File: config.mk
export PLATFORM = sky130hd
export DESIGN_NAME = dmc_top
export DESIGN_NICKNAME = d
export VERILOG_FILES = /design/src/inc/dmc_pkg.sv /design/src/inc/dmc_chan_if.sv /design/src/dmc_end_irq.sv /design/src/dmc_pair.sv /design/src/dmc_top.sv
export SDC_FILE = /design/constraint.sdc
export NUM_CORES = 1
export LEC_CHECK = 0
export BUFFER_PORTS_ARGS = -buffer_cell sky130_fd_sc_hd__buf_2
export CAP_MARGIN = 30
export CORE_ASPECT_RATIO = 0.8
export CORE_MARGIN = 2
export CORE_UTILIZATION = 35
export CTS_CLUSTER_SIZE = 12
export DETAILED_ROUTE_END_ITERATION = 12
export GPL_TIMING_DRIVEN = 1
export PLACE_DENSITY_LB_ADDON = 0.2
export SLEW_MARGIN = 10
export SYNTH_ARGS = -nofsm -noshare
export SYNTH_HDL_FRONTEND = slang
export SYNTH_HIERARCHICAL = 1
export SYNTH_SLANG_ARGS = --single-unit
File: constraint.sdc
create_clock -name clock -period 2.47 [get_ports clock]
set_input_delay 0.3705 -clock clock [delete_from_list [all_inputs] [get_ports clock]]
set_output_delay 0.3705 -clock clock [all_outputs]
set_load 0.05 [all_outputs]
File: src/inc/dmc_pkg.sv
package dmc_pkg;

	// ----------------------------------------
	// Sizes
	// ----------------------------------------
	localparam int NPAIR = 2;
	localparam int NCHAN = 4;
	localparam int AW = 24;
	localparam int TCW = 16;
	localparam int BSW = 8;

	// ----------------------------------------
	// Register map
	// ----------------------------------------
	localparam logic [3:0] OFS_CTRL_A = 4'h0;
	localparam logic [3:0] OFS_CTRL_B = 4'h1;
	localparam logic [3:0] OFS_MAR_EXT = 4'h4;
	localparam logic [3:0] OFS_MAR_HI = 4'h5;
	localparam logic [3:0] OFS_MAR_MID = 4'h6;
	localparam logic [3:0] OFS_MAR_LO = 4'h7;
	localparam logic [3:0] OFS_TC_HI = 4'h8;
	localparam logic [3:0] OFS_TC_LO = 4'h9;
	localparam logic [3:0] OFS_BSZ_CNT = 4'ha;
	localparam logic [3:0] OFS_BSZ_INIT = 4'hb;
	localparam logic [7:0] REG_MODE = 8'h20;
	localparam logic [7:0] REG_IRQ_STAT = 8'h21;

	// ----------------------------------------
	// Field positions
	// ----------------------------------------
	localparam int BIT_DTE = 0;
	localparam int BIT_DIE = 1;
	localparam int BIT_FULL = 2;
	localparam int BIT_BLK = 3;
	localparam int BIT_WORD = 4;
	localparam int BIT_MASTER_TRANSFER_ENABLE = 2;
	localparam int BIT_MODE16M = 0;

	// ----------------------------------------
	// Reset values and constants
	// ----------------------------------------
	localparam logic [7:0] CTRL_RST = 8'h00;
	localparam logic [AW-1:0] MAR_RST = 24'h000000;
	localparam logic [TCW-1:0] TC_RST = 16'h0000;
	localparam logic [BSW-1:0] BSZ_RST = 8'h00;
	localparam logic [AW-1:0] MASK_1M = 24'h0fffff;
	localparam logic [AW-1:0] STEP_BYTE = 24'h000001;
	localparam logic [AW-1:0] STEP_WORD = 24'h000002;

	typedef enum logic {
		DMC_IDLE = 1'b0,
		DMC_PEND = 1'b1
	} dmc_pst_e;

endpackage : dmc_pkg

File: src/inc/dmc_chan_if.sv
`timescale 1ns/10ps
interface dmc_chan_if;
	logic channel_transfer_enable;
	logic master_transfer_enable;
	logic full;
	logic blk;
	logic bsz_first;
	logic bsz_last;
	logic tc_last;
	logic step;
	logic master_transfer_enable_clr;
	logic dte_clr;
	logic flag_clr;
	logic src_block;
	logic xfer_req;

	modport ctl (
		output channel_transfer_enable, master_transfer_enable, full, blk, bsz_first, bsz_last, tc_last,
		input step, master_transfer_enable_clr, dte_clr, flag_clr, src_block, xfer_req
	);
	modport eng (
		input channel_transfer_enable, master_transfer_enable, full, blk, bsz_first, bsz_last, tc_last,
		output step, master_transfer_enable_clr, dte_clr, flag_clr, src_block, xfer_req
	);
endinterface : dmc_chan_if

File: src/dmc_end_irq.sv
`timescale 1ns/10ps
module dmc_end_irq import dmc_pkg::*; (
	// Channel state
	input wire logic [NCHAN-1:0] channel_transfer_enable,
	input wire logic [NCHAN-1:0] die,
	input wire logic [NPAIR-1:0] full,
	// Requests
	output logic [NCHAN-1:0] irq,
	output logic [1:0] top,
	output logic any
);

	// ----------------------------------------
	// Per-channel request
	// ----------------------------------------
	genvar c;
	generate
		for (c = 0; c < NCHAN; c++) begin : g_ch
			if (c % 2 == 1) begin : g_b
				assign irq[c] = !channel_transfer_enable[c] && die[c] && !full[c/2];
			end else begin : g_a
				assign irq[c] = !channel_transfer_enable[c] && die[c];
			end
		end
	endgenerate

	// ----------------------------------------
	// Priority
	// ----------------------------------------
	always_comb begin
		top = 2'h3;
		if (irq[0]) begin
			top = 2'h0;
		end else if (irq[1]) begin
			top = 2'h1;
		end else if (irq[2]) begin
			top = 2'h2;
		end
	end

	assign any = |irq;

endmodule : dmc_end_irq

File: src/dmc_pair.sv
`timescale 1ns/10ps
module dmc_pair import dmc_pkg::*; (
	// Clock and reset
	input wire logic clock,
	input wire logic reset_n,
	// Activation and bus engine
	input wire logic act_req,
	input wire logic xfer_ack,
	input wire logic nmi,
	// Pair control
	dmc_chan_if.eng c
);

	dmc_pst_e st_r;
	dmc_pst_e st_nxt;
	logic active;
	logic nmi_hit;

	// ----------------------------------------
	// Request state
	// ----------------------------------------
	// Requests seen while halted are simply dropped, never remembered.
	assign active = c.channel_transfer_enable && c.master_transfer_enable && c.full;
	assign nmi_hit = nmi && c.full && c.master_transfer_enable;

	always_comb begin
		st_nxt = st_r;
		unique case (st_r)
			DMC_IDLE: begin
				if (active && act_req && !nmi) begin
					st_nxt = DMC_PEND;
				end
			end
			DMC_PEND: begin
				if (!active || nmi_hit) begin
					st_nxt = DMC_IDLE;
				end else if (c.step && (!c.blk || c.bsz_last)) begin
					st_nxt = DMC_IDLE;
				end
			end
		endcase
	end

	always_ff @(posedge clock or negedge reset_n) begin
		if (!reset_n) begin
			st_r <= DMC_IDLE;
		end else begin
			st_r <= st_nxt;
		end
	end

	// ----------------------------------------
	// Outputs to the register side
	// ----------------------------------------
	// An acknowledge that lands after the halt is a dead cycle and moves nothing.
	assign c.xfer_req = (st_r == DMC_PEND) && active;
	assign c.step = c.xfer_req && xfer_ack;
	assign c.master_transfer_enable_clr = nmi_hit;
	assign c.flag_clr = nmi_hit && (st_r == DMC_PEND) && c.blk && !c.bsz_first;
	assign c.dte_clr = c.step && c.tc_last && (!c.blk || c.bsz_last);
	assign c.src_block = c.full && c.channel_transfer_enable && !c.master_transfer_enable;

endmodule : dmc_pair

File: src/dmc_top.sv
// Local design decisions: the plain strobed port and the register addresses.
`timescale 1ns/10ps
// Notes on behaviour
// - Only end-of-transfer interrupts; one request line per channel 0A, 0B, 1A, 1B.
// - Channel 0 outranks channel 1; A outranks B.
// - Request stands whenever transfer enable is 0 and end-interrupt enable is 1, except on a B channel in full mode.
// - In full address mode the B channel request is never raised.
// - Master enable neither raises nor masks end requests.
// - Long address write lands as three byte writes; bus may pass between bytes.
// - Full mode, enable 1, master 0: channel halted, its source's CPU interrupt blocked.
// - NMI in full mode drops a unit not acked in that cycle, clears master enable, halts.
// - Block size counter keeps its partial value on a mid-block halt.
// - Mid-block NMI halt clears the activating flag; no request stays pending.
// - While halted by master enable, activations are dropped, not remembered.
// - After master enable returns, next request resumes or starts a block.
// - In 1-Mbyte mode memory address bits 23..20 are ignored.
// - A dead cycle after halt leaves address and counters unchanged.
// - Full mode channel runs only with both enables at 1.
module dmc_top import dmc_pkg::*; (
	// Clock and reset
	input wire logic clock,
	input wire logic reset_n,
	// Register port
	input wire logic [7:0] reg_addr,
	input wire logic [7:0] reg_wdata,
	input wire logic reg_wr,
	input wire logic reg_rd,
	output logic [7:0] reg_rdata,
	// Activation sources
	input wire logic nmi,
	input wire logic [NPAIR-1:0] act_req,
	output logic [NPAIR-1:0] act_flag_clr,
	output logic [NPAIR-1:0] src_irq_block,
	// Transfer engine
	output logic [NPAIR-1:0] xfer_req,
	input wire logic [NPAIR-1:0] xfer_ack,
	output logic [NPAIR-1:0][AW-1:0] mem_addr,
	// End of transfer interrupts
	output logic end_irq_ch0_a,
	output logic end_irq_ch0_b,
	output logic end_irq_ch1_a,
	output logic end_irq_ch1_b,
	output logic [1:0] end_irq_top,
	output logic end_irq_any
);

	logic [NCHAN-1:0] dte_v;
	logic [NCHAN-1:0] die_v;
	logic [NPAIR-1:0] full_v;
	logic [NPAIR-1:0] master_transfer_enable_v;
	logic [NPAIR-1:0] step_v;
	logic [NCHAN-1:0] irq_v;
	logic [7:0] ctla_w [NPAIR];
	logic [7:0] ctlb_w [NPAIR];
	logic [AW-1:0] mar_w [NPAIR];
	logic [TCW-1:0] tc_w [NPAIR];
	logic [BSW-1:0] bsz_w [NPAIR];
	logic [BSW-1:0] bszi_w [NPAIR];
	logic mode16_r;
	logic mode16_nxt;
	logic [7:0] rdata_r;
	logic [7:0] rdata_nxt;

	// ----------------------------------------
	// Per pair registers and engine
	// ----------------------------------------
	genvar p;
	generate
		for (p = 0; p < NPAIR; p++) begin : g_pair
			dmc_chan_if c ();
			logic [7:0] ca_r;
			logic [7:0] ca_nxt;
			logic [7:0] cb_r;
			logic [7:0] cb_nxt;
			logic [AW-1:0] mar_r;
			logic [AW-1:0] mar_nxt;
			logic [TCW-1:0] tc_r;
			logic [TCW-1:0] tc_nxt;
			logic [BSW-1:0] bsz_r;
			logic [BSW-1:0] bsz_nxt;
			logic [BSW-1:0] bszi_r;
			logic [BSW-1:0] bszi_nxt;
			logic sel;

			assign sel = reg_wr && (reg_addr[7:4] == 4'(p));
			assign c.channel_transfer_enable = ca_r[BIT_DTE];
			assign c.master_transfer_enable = cb_r[BIT_MASTER_TRANSFER_ENABLE];
			assign c.full = ca_r[BIT_FULL];
			assign c.blk = ca_r[BIT_BLK];
			assign c.bsz_first = (bsz_r == bszi_r);
			assign c.bsz_last = (bsz_r == 8'h01);
			assign c.tc_last = (tc_r == 16'h0001);

			dmc_pair u_pair (
				.clock(clock),
				.reset_n(reset_n),
				.act_req(act_req[p]),
				.xfer_ack(xfer_ack[p]),
				.nmi(nmi),
				.c(c.eng)
			);

			always_comb begin
				ca_nxt = ca_r;
				cb_nxt = cb_r;
				mar_nxt = mar_r;
				tc_nxt = tc_r;
				bsz_nxt = bsz_r;
				bszi_nxt = bszi_r;
				if (c.step) begin
					mar_nxt = mar_r + (ca_r[BIT_WORD] ? STEP_WORD : STEP_BYTE);
					if (c.blk && !c.bsz_last) begin
						bsz_nxt = bsz_r - 8'h01;
					end else begin
						bsz_nxt = bszi_r;
						tc_nxt = tc_r - 16'h0001;
					end
				end
				if (c.dte_clr) begin
					ca_nxt[BIT_DTE] = 1'b0;
				end
				// Software writes override the end-of-transfer clear of the same cycle.
				if (sel) begin
					unique case (reg_addr[3:0])
						OFS_CTRL_A: ca_nxt = reg_wdata;
						OFS_CTRL_B: cb_nxt = reg_wdata;
						OFS_MAR_HI: mar_nxt[23:16] = reg_wdata;
						OFS_MAR_MID: mar_nxt[15:8] = reg_wdata;
						OFS_MAR_LO: mar_nxt[7:0] = reg_wdata;
						OFS_TC_HI: tc_nxt[15:8] = reg_wdata;
						OFS_TC_LO: tc_nxt[7:0] = reg_wdata;
						OFS_BSZ_CNT: bsz_nxt = reg_wdata;
						OFS_BSZ_INIT: bszi_nxt = reg_wdata;
						default: begin
						end
					endcase
				end
				// NMI beats a simultaneous software set so the halt is never missed.
				if (c.master_transfer_enable_clr) begin
					cb_nxt[BIT_MASTER_TRANSFER_ENABLE] = 1'b0;
				end
			end

			always_ff @(posedge clock or negedge reset_n) begin
				if (!reset_n) begin
					ca_r <= CTRL_RST;
					cb_r <= CTRL_RST;
					mar_r <= MAR_RST;
					tc_r <= TC_RST;
					bsz_r <= BSZ_RST;
					bszi_r <= BSZ_RST;
				end else begin
					ca_r <= ca_nxt;
					cb_r <= cb_nxt;
					mar_r <= mar_nxt;
					tc_r <= tc_nxt;
					bsz_r <= bsz_nxt;
					bszi_r <= bszi_nxt;
				end
			end

			assign ctla_w[p] = ca_r;
			assign ctlb_w[p] = cb_r;
			assign mar_w[p] = mar_r;
			assign tc_w[p] = tc_r;
			assign bsz_w[p] = bsz_r;
			assign bszi_w[p] = bszi_r;
			assign dte_v[2*p] = ca_r[BIT_DTE];
			assign dte_v[2*p+1] = cb_r[BIT_DTE];
			assign die_v[2*p] = ca_r[BIT_DIE];
			assign die_v[2*p+1] = cb_r[BIT_DIE];
			assign full_v[p] = ca_r[BIT_FULL];
			assign master_transfer_enable_v[p] = cb_r[BIT_MASTER_TRANSFER_ENABLE];
			assign step_v[p] = c.step;
			assign xfer_req[p] = c.xfer_req;
			assign act_flag_clr[p] = c.flag_clr;
			assign src_irq_block[p] = c.src_block;
			assign mem_addr[p] = mode16_r ? mar_r : (mar_r & MASK_1M);
		end
	endgenerate

	// ----------------------------------------
	// End of transfer interrupts
	// ----------------------------------------
	dmc_end_irq u_end_irq (
		.channel_transfer_enable(dte_v),
		.die(die_v),
		.full(full_v),
		.irq(irq_v),
		.top(end_irq_top),
		.any(end_irq_any)
	);

	assign end_irq_ch0_a = irq_v[0];
	assign end_irq_ch0_b = irq_v[1];
	assign end_irq_ch1_a = irq_v[2];
	assign end_irq_ch1_b = irq_v[3];

	// ----------------------------------------
	// Global mode and read data
	// ----------------------------------------
	always_comb begin
		mode16_nxt = mode16_r;
		if (reg_wr && (reg_addr == REG_MODE)) begin
			mode16_nxt = reg_wdata[BIT_MODE16M];
		end
	end

	always_comb begin
		rdata_nxt = 8'h00;
		if (reg_rd && (reg_addr[7:4] < 4'(NPAIR))) begin
			unique case (reg_addr[3:0])
				OFS_CTRL_A: rdata_nxt = ctla_w[reg_addr[4]];
				OFS_CTRL_B: rdata_nxt = ctlb_w[reg_addr[4]];
				OFS_MAR_HI: rdata_nxt = mar_w[reg_addr[4]][23:16];
				OFS_MAR_MID: rdata_nxt = mar_w[reg_addr[4]][15:8];
				OFS_MAR_LO: rdata_nxt = mar_w[reg_addr[4]][7:0];
				OFS_TC_HI: rdata_nxt = tc_w[reg_addr[4]][15:8];
				OFS_TC_LO: rdata_nxt = tc_w[reg_addr[4]][7:0];
				OFS_BSZ_CNT: rdata_nxt = bsz_w[reg_addr[4]];
				OFS_BSZ_INIT: rdata_nxt = bszi_w[reg_addr[4]];
				default: rdata_nxt = 8'h00;
			endcase
		end else if (reg_rd && (reg_addr == REG_MODE)) begin
			rdata_nxt = {7'h00, mode16_r};
		end else if (reg_rd && (reg_addr == REG_IRQ_STAT)) begin
			rdata_nxt = {1'b0, end_irq_any, end_irq_top, irq_v};
		end
	end

	always_ff @(posedge clock or negedge reset_n) begin
		if (!reset_n) begin
			mode16_r <= 1'b0;
			rdata_r <= 8'h00;
		end else begin
			mode16_r <= mode16_nxt;
			rdata_r <= rdata_nxt;
		end
	end

	assign reg_rdata = rdata_r;

	// ----------------------------------------
	// Checks
	// ----------------------------------------
	chk_end_on_done: assert property (
		@(posedge clock) disable iff (!reset_n)
		$fell(dte_v[2]) && die_v[2] |-> end_irq_ch1_a && end_irq_any
	) else $error("end request missing after transfer end");

	chk_b_silent_full: assert property (
		@(posedge clock) disable iff (!reset_n)
		!(full_v[0] && end_irq_ch0_b) && !(full_v[1] && end_irq_ch1_b)
	) else $error("B channel end request in full mode");

	chk_irq_priority: assert property (
		@(posedge clock) disable iff (!reset_n)
		end_irq_ch1_a && !end_irq_ch0_a && !end_irq_ch0_b |-> end_irq_top == 2'h2
	) else $error("wrong end request priority");

	chk_master_blind: assert property (
		@(posedge clock) disable iff (!reset_n)
		$changed(master_transfer_enable_v[0]) && $stable(dte_v[0]) && $stable(die_v[0]) |-> $stable(end_irq_ch0_a)
	) else $error("master enable moved an end request");

	chk_irq_level: assert property (
		@(posedge clock) disable iff (!reset_n)
		end_irq_ch1_a && !reg_wr |=> end_irq_ch1_a
	) else $error("end request dropped without software");

	chk_nmi_halt: assert property (
		@(posedge clock) disable iff (!reset_n)
		nmi && full_v[1] && master_transfer_enable_v[1] |=> !master_transfer_enable_v[1] && !xfer_req[1]
	) else $error("NMI did not halt full mode pair");

	chk_addr_frozen: assert property (
		@(posedge clock) disable iff (!reset_n)
		!step_v[0] && !reg_wr |=> $stable(mar_w[0]) && $stable(bsz_w[0]) && $stable(tc_w[0])
	) else $error("address or counter moved without a step");

	chk_flag_drop: assert property (
		@(posedge clock) disable iff (!reset_n)
		act_flag_clr[1] |=> !xfer_req[1] [*2]
	) else $error("request kept after mid-block halt");

	chk_halt_ignore: assert property (
		@(posedge clock) disable iff (!reset_n)
		src_irq_block[1] && act_req[1] && !xfer_req[1] ##1 !reg_wr |-> !xfer_req[1]
	) else $error("activation remembered while halted");

	chk_src_blocked: assert property (
		@(posedge clock) disable iff (!reset_n)
		full_v[0] && dte_v[0] && !master_transfer_enable_v[0] |-> src_irq_block[0] && !xfer_req[0]
	) else $error("source not blocked while halted");

	chk_both_enables: assert property (
		@(posedge clock) disable iff (!reset_n)
		xfer_req[1] |-> dte_v[2] && master_transfer_enable_v[1] && full_v[1]
	) else $error("transfer requested without both enables");

	chk_resume_req: assert property (
		@(posedge clock) disable iff (!reset_n)
		full_v[0] && dte_v[0] && master_transfer_enable_v[0] && act_req[0] && !nmi && !reg_wr |=> xfer_req[0]
	) else $error("no transfer after request while enabled");

	chk_addr_1m: assert property (
		@(posedge clock) disable iff (!reset_n)
		!mode16_r |-> mem_addr[0][23:20] == 4'h0 && mem_addr[1][23:20] == 4'h0
	) else $error("high address bits leak in 1-Mbyte mode");

	chk_partial_kept: assert property (
		@(posedge clock) disable iff (!reset_n)
		nmi && xfer_req[1] && !xfer_ack[1] && !reg_wr |=> $stable(bsz_w[1])
	) else $error("block counter lost on halt");

endmodule : dmc_top
### Yosys cells after proc, flatten, opt, wreduce, memory -nomap -nowiden

Cells that the tools add are included.

| word-level totals | value |
|---|---|
| register bits after elaboration | 155 |
| input bits | 25 |
| output and inout port bits | 69 |
| word-level logic and storage cells | 207 |

| operators by class | value |
|---|---|
| add/sub/neg operators | 6 |
| order comparisons | 2 |
| eq/ne operators | 17 |
| mux-type cells | 77 |
| bitwise logic cells | 3 |
| reductions and logical operators | 82 |

Operator list:

| kind | count |
|---|---|
| two-way mux 8 bit | 31 |
| two-way mux 24 bit | 9 |
| two-way mux 16 bit | 9 |
| case mux 8 bit (9 select lines) | 1 |
| adder 24 x 2 -> 24 bit | 2 |
| logical AND 1 bit | 46 |
| equality test 16 x 1 -> 1 bit (second input constant) | 2 |
| subtractor 16 x 1 -> 16 bit (second input constant) | 2 |
| logical NOT 1 bit | 17 |
| equality test 4 bit (second input constant) | 4 |
| equality test 8 x 1 -> 1 bit (second input constant) | 2 |
| equality test 8 x 6 -> 1 bit (second input constant) | 2 |
| equality test 8 bit | 2 |
| AND reduction 2 bit | 8 |
| subtractor 8 x 1 -> 8 bit (second input constant) | 2 |
| two-way mux 1 bit | 15 |
| two-way mux 7 bit | 2 |
| equality test 4 x 3 -> 1 bit (second input constant) | 3 |
| two-way mux 3 bit | 4 |
| equality test 4 x 1 -> 1 bit (second input constant) | 2 |
| logical NOT 4 bit | 2 |
| two-way mux 2 bit | 4 |
| nonzero test 2 bit | 4 |
| logical OR 1 bit | 4 |
| other kinds (6) | 8 |

### Logic depth before layout (Yosys ltp)

Gate-level depths: netlist (run 1).

| logic depth | value |
|---|---|
| word-level depth | 9 |
| mapped depth | 10 |
| depth with buffers taken out | 10 |

### Cells and area by module

The synthesis (run 1) kept the hierarchy.

By module, submodules not included:

| module | times used | cells each | area an instance (µm²) | sequential area each (µm²) |
|---|---|---|---|---|
| dmc_top | 1 | 1,101 | 10,186.0 | 3,828.7 |
| dmc_pair | 2 | 12 | 102.6 | 25.0 |
| dmc_end_irq | 1 | 8 | 52.6 | 0.0 |

### Least setup slack after synthesis (run 1)

OpenSTA, ideal clock, no wires.

| path | value |
|---|---|
| path type | flip-flop to output port |
| from | register g_pair[1].ca_r[2] |
| to | output end_irq_any |
| data arrival time | 2.103 ns |
| required time | 2.099 ns |
| path slack | -0.003 ns |
| stages on the path, launching flop included | 3 |
| path buffers | 0 |
| path through | dfrtp_1 nor3b_1 or4_4 |

| between the ends | value |
|---|---|
| longest elaborated chain between the ends | 3 |

Ends and longest elaborated chain:

| element | RTL line | text |
|---|---|---|
| from (decl) | dmc_top.sv:71 | `logic [7:0] ca_r;` |
| from (signal assigned) | dmc_top.sv:153 | `ca_r <= ca_nxt;` |
| logical NOT 1 bit | dmc_end_irq.sv:20 | `assign irq[c] = !channel_transfer_enable[c] && die[c] && !full[c/2];` |
| logical AND 1 bit | dmc_end_irq.sv:20 |  |
| via end_irq_ch1_b | dmc_top.sv:42 | `output logic end_irq_ch1_b,` |
| OR reduction 4 bit | dmc_end_irq.sv:41 | `assign any = \|irq;` |
| to (decl) | dmc_top.sv:44 | `output logic end_irq_any` |

The timed path passes the listed nets, and every way through them passes these cells.

### Worst setup path after layout (run 1)

| path | value |
|---|---|
| from | register g_pair[0].bsz_r[6] |
| to | output act_flag_clr[0] |

| between the ends | value |
|---|---|
| longest elaborated chain between the ends | 3 |

Ends and longest elaborated chain:

| element | RTL line | text |
|---|---|---|
| from (decl) | dmc_top.sv:79 | `logic [BSW-1:0] bsz_r;` |
| from (signal assigned) | dmc_top.sv:157 | `bsz_r <= bsz_nxt;` |
| equality test 8 bit | dmc_top.sv:90 | `assign c.bsz_first = (bsz_r == bszi_r);` |
| via g_pair[0].c.bsz_first | dmc_chan_if.sv:7 | `logic bsz_first;` |
| logical NOT 1 bit | dmc_pair.sv:59 | `assign c.flag_clr = nmi_hit && (st_r == DMC_PEND) && c.blk && !c.bsz_first;` |
| logical AND 1 bit | dmc_pair.sv:59 |  |
| to (decl) | dmc_top.sv:32 | `output logic [NPAIR-1:0] act_flag_clr,` |

The timed path passes the listed nets, and every way through them passes these cells.

==> results of run 1 <==
[flip-flops by register name, summed over array words and instances, names as in the netlist]
signal and flops:
g_pair.bsz_r 16, g_pair.bszi_r 16, g_pair.ca_r 16, g_pair.cb_r 16, g_pair.mar_r 48, g_pair.tc_r 32
g_pair.u_pair/st_r 2, mode16_r 1, reg_rdata 8
[stage by stage]
step	utilization, %	power [mW]	worst slack [ns]	area (um2)	instances
final	40.5	7.04	0.114	11900	1590
after detailed placement	38.2	4.19	0.0822	11200	1558
after global routing	40.5	7.32	0.0313	11900	1590
after CTS	40.4	7.09	0.107	11900	1590
after global placement	38.2	4.19	0.0772	11200	1558
after floorplan	-	3.75	0.149	10400	1133
[power by group]
part	switching [mW]	internal, mW
Clock	1.10	1.77
Combinational	0.798	0.439
Sequential	0.251	2.68
[placed cells by master, fill, tap and decap left out, drive strengths merged, types with 4 or more instances in the layout]
cell and n:
nand4bb 4, a221oi 7, nand4b 7, a311oi 4, o22ai 17, and4b 4
nor2b 19, o21ai 69, mux2 47, inv 26, a32oi 6, dfrtp 155
a31oi 10, xnor2 34, mux2i 34, nand3b 5, nor2 105, nand2b 11
mux4 4, and4 7, nor3 15, nand3 30, a21oi 72, and2 14
nor4 14, clkbuf 21, nand4 31, bufinv 4, o22a 4, xor2 57
nor3b 6, and3 17, nand2 95, a22oi 9, or3 6, or4 7
buf 161, ha 12
[worst min path at each step]
stage | start | endpoint | slack, ns
after CTS | xfer_ack[0] | g_pair[0].u_pair/st_r$_DFF_PN0_ | 0.14
after global placement | reset_n | g_pair[0].bsz_r[4]$_DFF_PN0_ | 0.38
after floorplan | reset_n | g_pair[0].bsz_r[0]$_DFF_PN0_ | 0.07
after detailed placement | reset_n | g_pair[0].bsz_r[4]$_DFF_PN0_ | 0.38
final | xfer_ack[0] | g_pair[0].u_pair/st_r$_DFF_PN0_ | 0.17
after global routing | xfer_ack[0] | g_pair[0].u_pair/st_r$_DFF_PN0_ | 0.16
[final cells by class]
| type | instances | area, um2 | area share [%] |
|---|---|---|---|
| Clock inverter | 10 | 165 | 1.39 |
| Tap cell | 377 | 472 | 3.97 |
| Inverter | 26 | 97.6 | 0.821 |
| Multi-Input combinational cell | 839 | 5770 | 48.6 |
| Timing Repair Buffer | 162 | 1030 | 8.66 |
| Clock buffer | 21 | 470 | 3.96 |
| Sequential cell | 155 | 3880 | 32.6 |
[logic make-up (layout without fill, tap and decap cells)]
family                   after synthesis  in the layout  synth area share [%]
AO/OA/AOI/OAI                        234            234                  14.0
XOR/XNOR                              91             91                  7.63
adder cells (fa/ha/maj)               14             14                  1.82
buffers and inverters                139            219                  7.81
flip-flops                           155            155                  37.1
multiplexers                          85             85                  9.22
AND/OR/NAND/NOR                      415            415                  22.4
[critical path: cells and delay by family (launching register included)]
kind | cells | cell delay (ns)
xor gates and xnor gates | 1 | 0.18
DFF | 1 | 0.39
buffers and inverters | 2 | 0.39
and+or+nand+nor | 3 | 0.60
[layer usage]
layer	vias to the layer above	part of all wire, %
met5	-	0
met4	0	1.8
met3	37	6.8
met2	354	43
met1	4595	48
li1	4165	-
[repair_timing]
item	4_1_cts	5_1_grt
gates resized for setup	0	5
endpoints found under the setup margin	0	6
hold buffers	1	0
endpoints found under the hold margin	51	0
==> impl_metrics.toml, run 1 <==
[layout]
layout-drive-gt1-share_pct = 23.2
fill_cells = 2894
antennaDiodeCount = 0
final_nets = 1240
area_growth_pct = 13.8

[sta]
final-hold-violation-count = 0
drv_slew = 0
finalClockSkew_ns = 0.0135
period_minus_slack_ns = 2.36
slew_headroom_pct = 51.4
setup-violations-final = 0
grt_setup_unrepaired = "false"
timing.final.crit_share_pct = 95.4
tns_ns = 0
fin_hold_ws_ns = 0.173
timing.fmax_ghz = 0.424
worstMarginPinSlew_ns = 0.728

[floorplan]
core_area_um2 = 29400
initial_core_util_pct = 35.6
die_area_um2 = 31200
io_pins = 94
die_w_um = 197
die_y_um = 159
rows = 56

[routing]
first_iter_violations = 857
wl_per_cell_um = 23.7
vias = 9151
via_per_inst = 5.76
antenna_left = 0
drc_errors = 0
drt-total-wl_um = 37700
drtPass1Iterations = 6

[logic_synthesis]
synth_flop_cell = "dfrtp_1"
synth_top_area_share_pct = 37.1
seq_area_frac_synth_pct = 37.1
synth_largest_area_cell = "dfrtp_1"
async_flop_share_pct = 100
netlist_area_um2 = 10400
yosys-top-cells-area = "dfrtp_1 (37%), mux2_2 (5.1%), xor2_1 (4.8%)"
synth_common_cells = "dfrtp_1 (155), nor2_1 (104), nand2_1 (95), a21oi_1 (71), o21ai_0 (65)"
ys_ff_latch = 155
ys_warn_count = 6
synth_edf_count = 0
synth_most_common_cell = "dfrtp_1"
syn-instance-count = 1133
ys_types = 89
avgSynthCellArea_um2 = 9.22
synth_nets = 1172

[critical_path]
cp_data_required_time_ns = 2.10
cp-startpoint = "g_pair[0].bsz_r[6]$_DFF_PN0_"
cpPeakStageDelay_ns = 0.39
cp_data_arrival_time_ns = 1.99
criticalPathCategory = "reg2out"
critPathCapture = "act_flag_clr[0]"
path_cells = "buf_4 > xnor2_1 > nand4_1 > nor2_1 > and4b_1 > buf_2"
start_kind = "register"
critPathCaptureType = "output pin"
timing.rr.end = "g_pair[0].mar_r[22]$_DFF_PN0_"
r2r-start = "g_pair[0].ca_r[4]$_DFFE_PN0P_"
ff2ff_path_depth = 10
critPathSlowestCell = "dfrtp_1"
r2r_slack_ns = 0.16
path_max_fanout = 8

[outcome]
outcome = "finished, final reports clean"

[global_routing]
grt_pass1_vias = 8533
use_met3_pct = 4.62
overflow = 0
met1_usage_pct = 36.5
met2_usage_pct = 36.1
busiest_layer = "met1"
grt_use_total_pct = 24.5
antenna_found_initial = 1
grt_max_degree = 56
grt_first_pass_wirelength_um = 56100

[clocking]
post_cts_buffers = 0
cts_tree = "built"
clock_sinks = 155
clock_path_buffers = 2
clock_latency_ns = 0.44
path_clk_slew_ns = 0.06
root_buffer = "clkbuf_16"
cts_buffers = 17
cts_max_level = 4

[placement]
gp_congestion = 0.956
dpl.hpwl_um = 27400
io_buffers = 93

[power_and_ir_drop]
pwr_density_cell_nw_per_um2 = 592
p_leak_nw = 5.29
max-vdd-ir-drop_mv = 0.380

[worst_hold_path]
hold_depth = 2
hold_path_class = "in2reg"

[run]
max-cap-violations = 0
(Power assumes the default switching activity.)
==> run 2, diff against run 1 <==
--- a/config.mk
+++ b/config.mk
@@ -8,11 +8,11 @@
 export BUFFER_PORTS_ARGS = -buffer_cell sky130_fd_sc_hd__buf_2
 export CAP_MARGIN = 30
 export CORE_ASPECT_RATIO = 0.8
-export CORE_MARGIN = 2
 export CORE_UTILIZATION = 35
 export CTS_CLUSTER_SIZE = 12
 export DETAILED_ROUTE_END_ITERATION = 12
 export GPL_TIMING_DRIVEN = 1
+export HOLD_SLACK_MARGIN = 0.15
 export PLACE_DENSITY_LB_ADDON = 0.2
 export SLEW_MARGIN = 10
 export SYNTH_ARGS = -nofsm -noshare
==> impl_metrics.toml, run 2 (synthesis gave the netlist of run 1 again) <==
[clocking]
clock_sinks = 155
cts_max_level = 4
clock_path_buffers = 2
clock_latency_ns = 0.44
root_buffer = "clkbuf_16"
cts_buffers = 17
path_clk_slew_ns = 0.07
cts_tree = "built"

[sta]
period_minus_slack_ns = 2.38
worstMarginPinSlew_ns = 0.734
timing.fmax_ghz = 0.421
slew_headroom_pct = 50.9
post-route-worst-setup-slack_ns = 0.0925
final-hold-violation-count = 0
grt_setup_unrepaired = "false"
timing.final.crit_share_pct = 96.3
finalClockSkew_ns = 0.0106
drv_slew = 0
setup-violations-final = 0

[power_and_ir_drop]
netSwitchingPower_mw = 2.22
switching_share_pct = 32.4
p_leak_nw = 5.33
power_frac_comb_pct = 18.4
power.total_mw = 6.83
p_int_mw = 4.62
p_clk_share_pct = 38.8
max-vdd-ir-drop_mv = 0.327
pwr_density_cell_nw_per_um2 = 569
seq_power_share_pct = 42.8

[run]
max-cap-violations = 0

[floorplan]
initial_core_util_pct = 35.6
rows = 56
die_w_um = 195
io_pins = 94
die_y_um = 157
core_area_um2 = 29400
die_area_um2 = 30500

[worst_hold_path]
min_from = "xfer_ack[1]"
holdPathEnd = "g_pair[1].u_pair/st_r$_DFF_PN0_"
hold_depth = 2
hold_path_class = "in2reg"

[layout]
antennaDiodeCount = 0
top_register = "g_pair.mar_r"
area_growth_pct = 14.9
layout-drive-gt1-share_pct = 24.1
final_nets = 1252
largestRegisters = "g_pair.mar_r x48, g_pair.tc_r x32"
mostFrequentLayoutCells = "dfrtp_1 (155), nor2_1 (104), nand2_1 (95)"
layout_commonest_cell = "dfrtp_1"
largest_reg_flops = 48
final_util_pct = 40.9

[critical_path]
critPathSlowestCell = "or3b_1"
critPathCaptureType = "output pin"
cp_data_required_time_ns = 2.10
r2r-start = "g_pair[0].bsz_r[1]$_DFF_PN0_"
path_depth = 4
criticalPathCategory = "reg2out"
cp_data_arrival_time_ns = 2.01
path_max_fanout = 6
cpPeakStageDelay_ns = 0.39
worst-path-buf-inv = 2
r2r_slack_ns = 0.13
start_kind = "register"
timing.rr.end = "g_pair[0].bsz_r[3]$_DFF_PN0_"
cp_top_family = "buffers and inverters"
ff2ff_path_depth = 7
path_cells = "buf_4 > or3b_1 > a21oi_1 > buf_2"

[routing]
wl_per_cell_um = 23.6
first_iter_violations = 1002
drc_errors = 0
vias = 9013
via_per_inst = 5.62
drt-total-wl_um = 37900
drtPass1Iterations = 5
antenna_left = 0

[global_routing]
grt_pass1_vias = 8542
overflow = 0
grt_max_degree = 48
grt_use_total_pct = 25.2
antenna_found_initial = 0
grt_first_pass_wirelength_um = 56400

[placement]
dp_slack_ns = -0.00147
gp_congestion = 1.00
io_buffers = 93
dpl.hpwl_um = 27300

[outcome]
outcome = "finished, final reports clean"
run 2: changes by cell type in the layout (fill, tap and decap cells not counted), sizes merged:
cell         delta
dlygate4sd3     +1
clkinvlp        +1
inv             +2
bufinv          -3
clkinv          +1
buf            +11
run 2: how the worst max path moves through the flow:
| stage | to | slack [ns] | startpoint |
|---|---|---|---|
| 2_1_floorplan | reg_rdata[4]$_DFF_PN0_ | 0.15 | g_pair[1].ca_r[0]$_DFF_PN0_ |
| 6_report | end_irq_top[0] | 0.09 | g_pair[0].ca_r[2]$_DFFE_PN0P_ |
| 4_1_cts | end_irq_top[0] | 0.11 | g_pair[0].ca_r[2]$_DFFE_PN0P_ |
| 3_3_place_gp | reg_rdata[0]$_DFF_PN0_ | 0.05 | reg_addr[4] |
| 3_5_place_dp | reg_rdata[4]$_DFF_PN0_ | -0.001 | reg_addr[4] |
| 5_1_grt | end_irq_top[0] | 0.009 | g_pair[0].ca_r[2]$_DFFE_PN0P_ |
run 2: power groups by stage:
| stage | clock (mW) | combinational (mW) | sequential, mW |
|---|---|---|---|
| detailed placement | 0 | 1.24 | 2.97 |
| finish | 2.65 | 1.26 | 2.92 |
| CTS | 2.71 | 1.25 | 2.92 |
| global route | 2.82 | 1.36 | 2.94 |
| global placement | 0 | 1.23 | 2.97 |
| floorplan | 0 | 0.878 | 2.87 |
run 2: final cells by class:
| class | count | area, um2 |
|---|---|---|
| clock buffer | 21 | 470 |
| clock inverter | 11 | 113 |
| fill | 2944 | 17400 |
| inverter | 26 | 97.6 |
| multi-input combinational | 839 | 5770 |
| sequential | 155 | 3880 |
| tap | 377 | 472 |
| timing repair buffer | 174 | 1200 |
run 2: routing by layer:
layer | GRT usage [%] | share of wire (%) | wire length, um | up-vias
met5 | 0 | 0 | 0 | -
met4 | 5.77 | 1.4 | 524 | 0
met3 | 6.21 | 7.6 | 2880 | 34
met2 | 36.4 | 42 | 16000 | 328
met1 | 37.5 | 49 | 18500 | 4454
li1 | - | - | - | 4197
run 2: timing repair:
action | in CTS | in global routing
buffers inserted | 0 | 2
endpoints found under the hold margin | 35 | 0
setup endpoints to repair | 0 | 6
gates resized for setup | 0 | 6
hold buffers | 2 | 0
run 2: worst register-to-register path, delay by kind of cell (launching register included):
kind	cells	cell delay, ns
simple gates	2	0.62
compound gates	2	0.48
flops	1	0.47
mux	1	0.34
fa+ha+maj	1	0.20
buf+inv	1	0.12
run 2: per-stage QoR:
| stage | cells | TNS [ns] | instance area [um2] | hold slack (ns) |
|---|---|---|---|---|
| detailed placement | 1567 | -0.00289 | 11400 | 0.312 |
| finish | 1603 | 0 | 12000 | 0.173 |
| floorplan | 1133 | 0 | 10400 | 0.0749 |
| global route | 1603 | 0 | 12000 | 0.162 |
| global placement | 1567 | 0 | 11400 | 0.308 |
| CTS | 1601 | 0 | 12000 | 0.156 |
==> run 3, diff against run 2 <==
--- a/config.mk
+++ b/config.mk
@@ -13,7 +13,7 @@
 export DETAILED_ROUTE_END_ITERATION = 12
 export GPL_TIMING_DRIVEN = 1
 export HOLD_SLACK_MARGIN = 0.15
-export PLACE_DENSITY_LB_ADDON = 0.2
+export PLACE_DENSITY = 0.63
 export SLEW_MARGIN = 10
 export SYNTH_ARGS = -nofsm -noshare
 export SYNTH_HDL_FRONTEND = slang
==> impl_metrics.toml, run 3 (synthesis gave the netlist of run 1 again) <==
[clocking]
cts_max_level = 4
path_clk_slew_ns = 0.07
clock_latency_ns = 0.44
root_buffer = "clkbuf_16"
clock_path_buffers = 2
cts_buffers = 17
clock_sinks = 155
cts_tree = "built"

[power_and_ir_drop]
p_leak_nw = 5.34
netSwitchingPower_mw = 2.26
max-vdd-ir-drop_mv = 0.387
pwr_density_cell_nw_per_um2 = 578
p_int_mw = 4.66
power.total_mw = 6.92
switching_share_pct = 32.6
p_clk_share_pct = 39.6
seq_power_share_pct = 42.2
power_frac_comb_pct = 18.2

[routing]
antenna_left = 0
drt-total-wl_um = 36800
via_per_inst = 5.77
first_iter_violations = 1015
drtPass1Iterations = 5
drc_errors = 0
vias = 9268
wl_per_cell_um = 22.9

[outcome]
outcome = "finished, final reports clean"

[layout]
final_cell_area_um2 = 12000
largest_reg_flops = 48
final_nets = 1254
mostFrequentLayoutCells = "dfrtp_1 (155), nor2_1 (104), nand2_1 (95)"
layout-drive-gt1-share_pct = 23.9
layout_commonest_cell = "dfrtp_1"
final_util_pct = 40.8
largestRegisters = "g_pair.mar_r x48, g_pair.tc_r x32"
area_growth_pct = 14.6
top_register = "g_pair.mar_r"
finalNonFillerCells = 1606

[placement]
dpl.hpwl_um = 26900
io_buffers = 93
dp_slack_ns = 0.0185
placed_area_um2 = 11300
gp_congestion = 0.983
dp.cells = 1569

[sta]
slew_headroom_pct = 55.9
finalClockSkew_ns = 0.0132
timing.fmax_ghz = 0.427
setup-violations-final = 0
fin_hold_ws_ns = 0.238
period_minus_slack_ns = 2.34
timing.final.crit_share_pct = 94.7
final-hold-violation-count = 0
post-route-worst-setup-slack_ns = 0.130
grt_setup_unrepaired = "false"
drv_slew = 0
tns_ns = 0
worstMarginPinSlew_ns = 0.661

[floorplan]
rows = 56
die_y_um = 157
io_pins = 94
die_w_um = 195
die_area_um2 = 30500
initial_core_util_pct = 35.6
core_area_um2 = 29400

[global_routing]
grt_first_pass_wirelength_um = 55200
antenna_found_initial = 4
grt_max_degree = 71
grt_pass1_vias = 8650
grt_use_total_pct = 24.5
overflow = 0

[worst_hold_path]
hold_path_class = "in2reg"

[run]
max-cap-violations = 0

[critical_path]
path_max_fanout = 6
critPathCaptureType = "output pin"
start_kind = "register"
cp_data_required_time_ns = 2.10
criticalPathCategory = "reg2out"
cp_data_arrival_time_ns = 1.97
-- run 3: cell count changes in the layout (fill, tap and decap cells not counted), moves of 2 or more --
cell / change
buf_12: -5
buf_4: +6
inv_6: +2
inv_8: +3
clkbuf_8: -3
-- run 3: area by class of cell --
cell class	count	area, um2
diodes	1	2.50
flip-flops and latches	155	3880
well taps	377	472
inverters	26	97.6
clock inverters	15	178
clock buffers	17	425
repair buffers	176	1150
fillers	2875	17400
multi-input cells	839	5760
-- run 3: path summary, 6_finish.rpt --
check,end,startpoint,depth (start not counted),slack (ns)
min in group asynchronous,g_pair[1].mar_r[6]$_DFF_PN0_,reset_n,2,0.37
max in group asynchronous,g_pair[0].bsz_r[3]$_DFF_PN0_,reset_n,3,1.39
max,end_irq_top[0],g_pair[0].ca_r[2]$_DFFE_PN0P_,4,0.13
min,mode16_r$_DFFE_PN0P_,reg_wr,3,0.24
max reg2reg,g_pair[0].mar_r[22]$_DFF_PN0_,g_pair[0].ca_r[4]$_DFFE_PN0P_,10,0.13
min reg2reg,g_pair[1].ca_r[7]$_DFFE_PN0P_,g_pair[1].ca_r[7]$_DFFE_PN0P_,2,0.49
-- run 3: power groups by stage --
stage / registers, mW / clock network [mW] / logic [mW]
after floorplan: 2.87 / 0 / 0.878
after global placement: 2.96 / 0 / 1.23
after detailed placement: 2.96 / 0 / 1.23
after CTS: 2.91 / 2.79 / 1.24
after global routing: 2.94 / 2.90 / 1.35
final: 2.92 / 2.74 / 1.26
-- run 3: timing repair --
action	CTS	global route
gates resized for setup	0	4
hold buffers	3	0
hold endpoints to repair	27	0
setup buffers	0	1
endpoints found under the setup margin	0	19
-- run 3: routing by layer --
metal  up-vias  track usage (%)  routed length [um]
li1       4199                -                   -
met1      4589             36.3               17800
met2       420             34.3               15100
met3        56             6.27                3060
met4         4             7.57                 830
met5         -                0                  23
-- run 3: worst max-delay path, cell delays in order, from the launching register on --
cell     delay, ns
dfrtp_1       0.38
buf_4         0.16
or3b_1        0.38
a21oi_1       0.28
buf_2         0.33
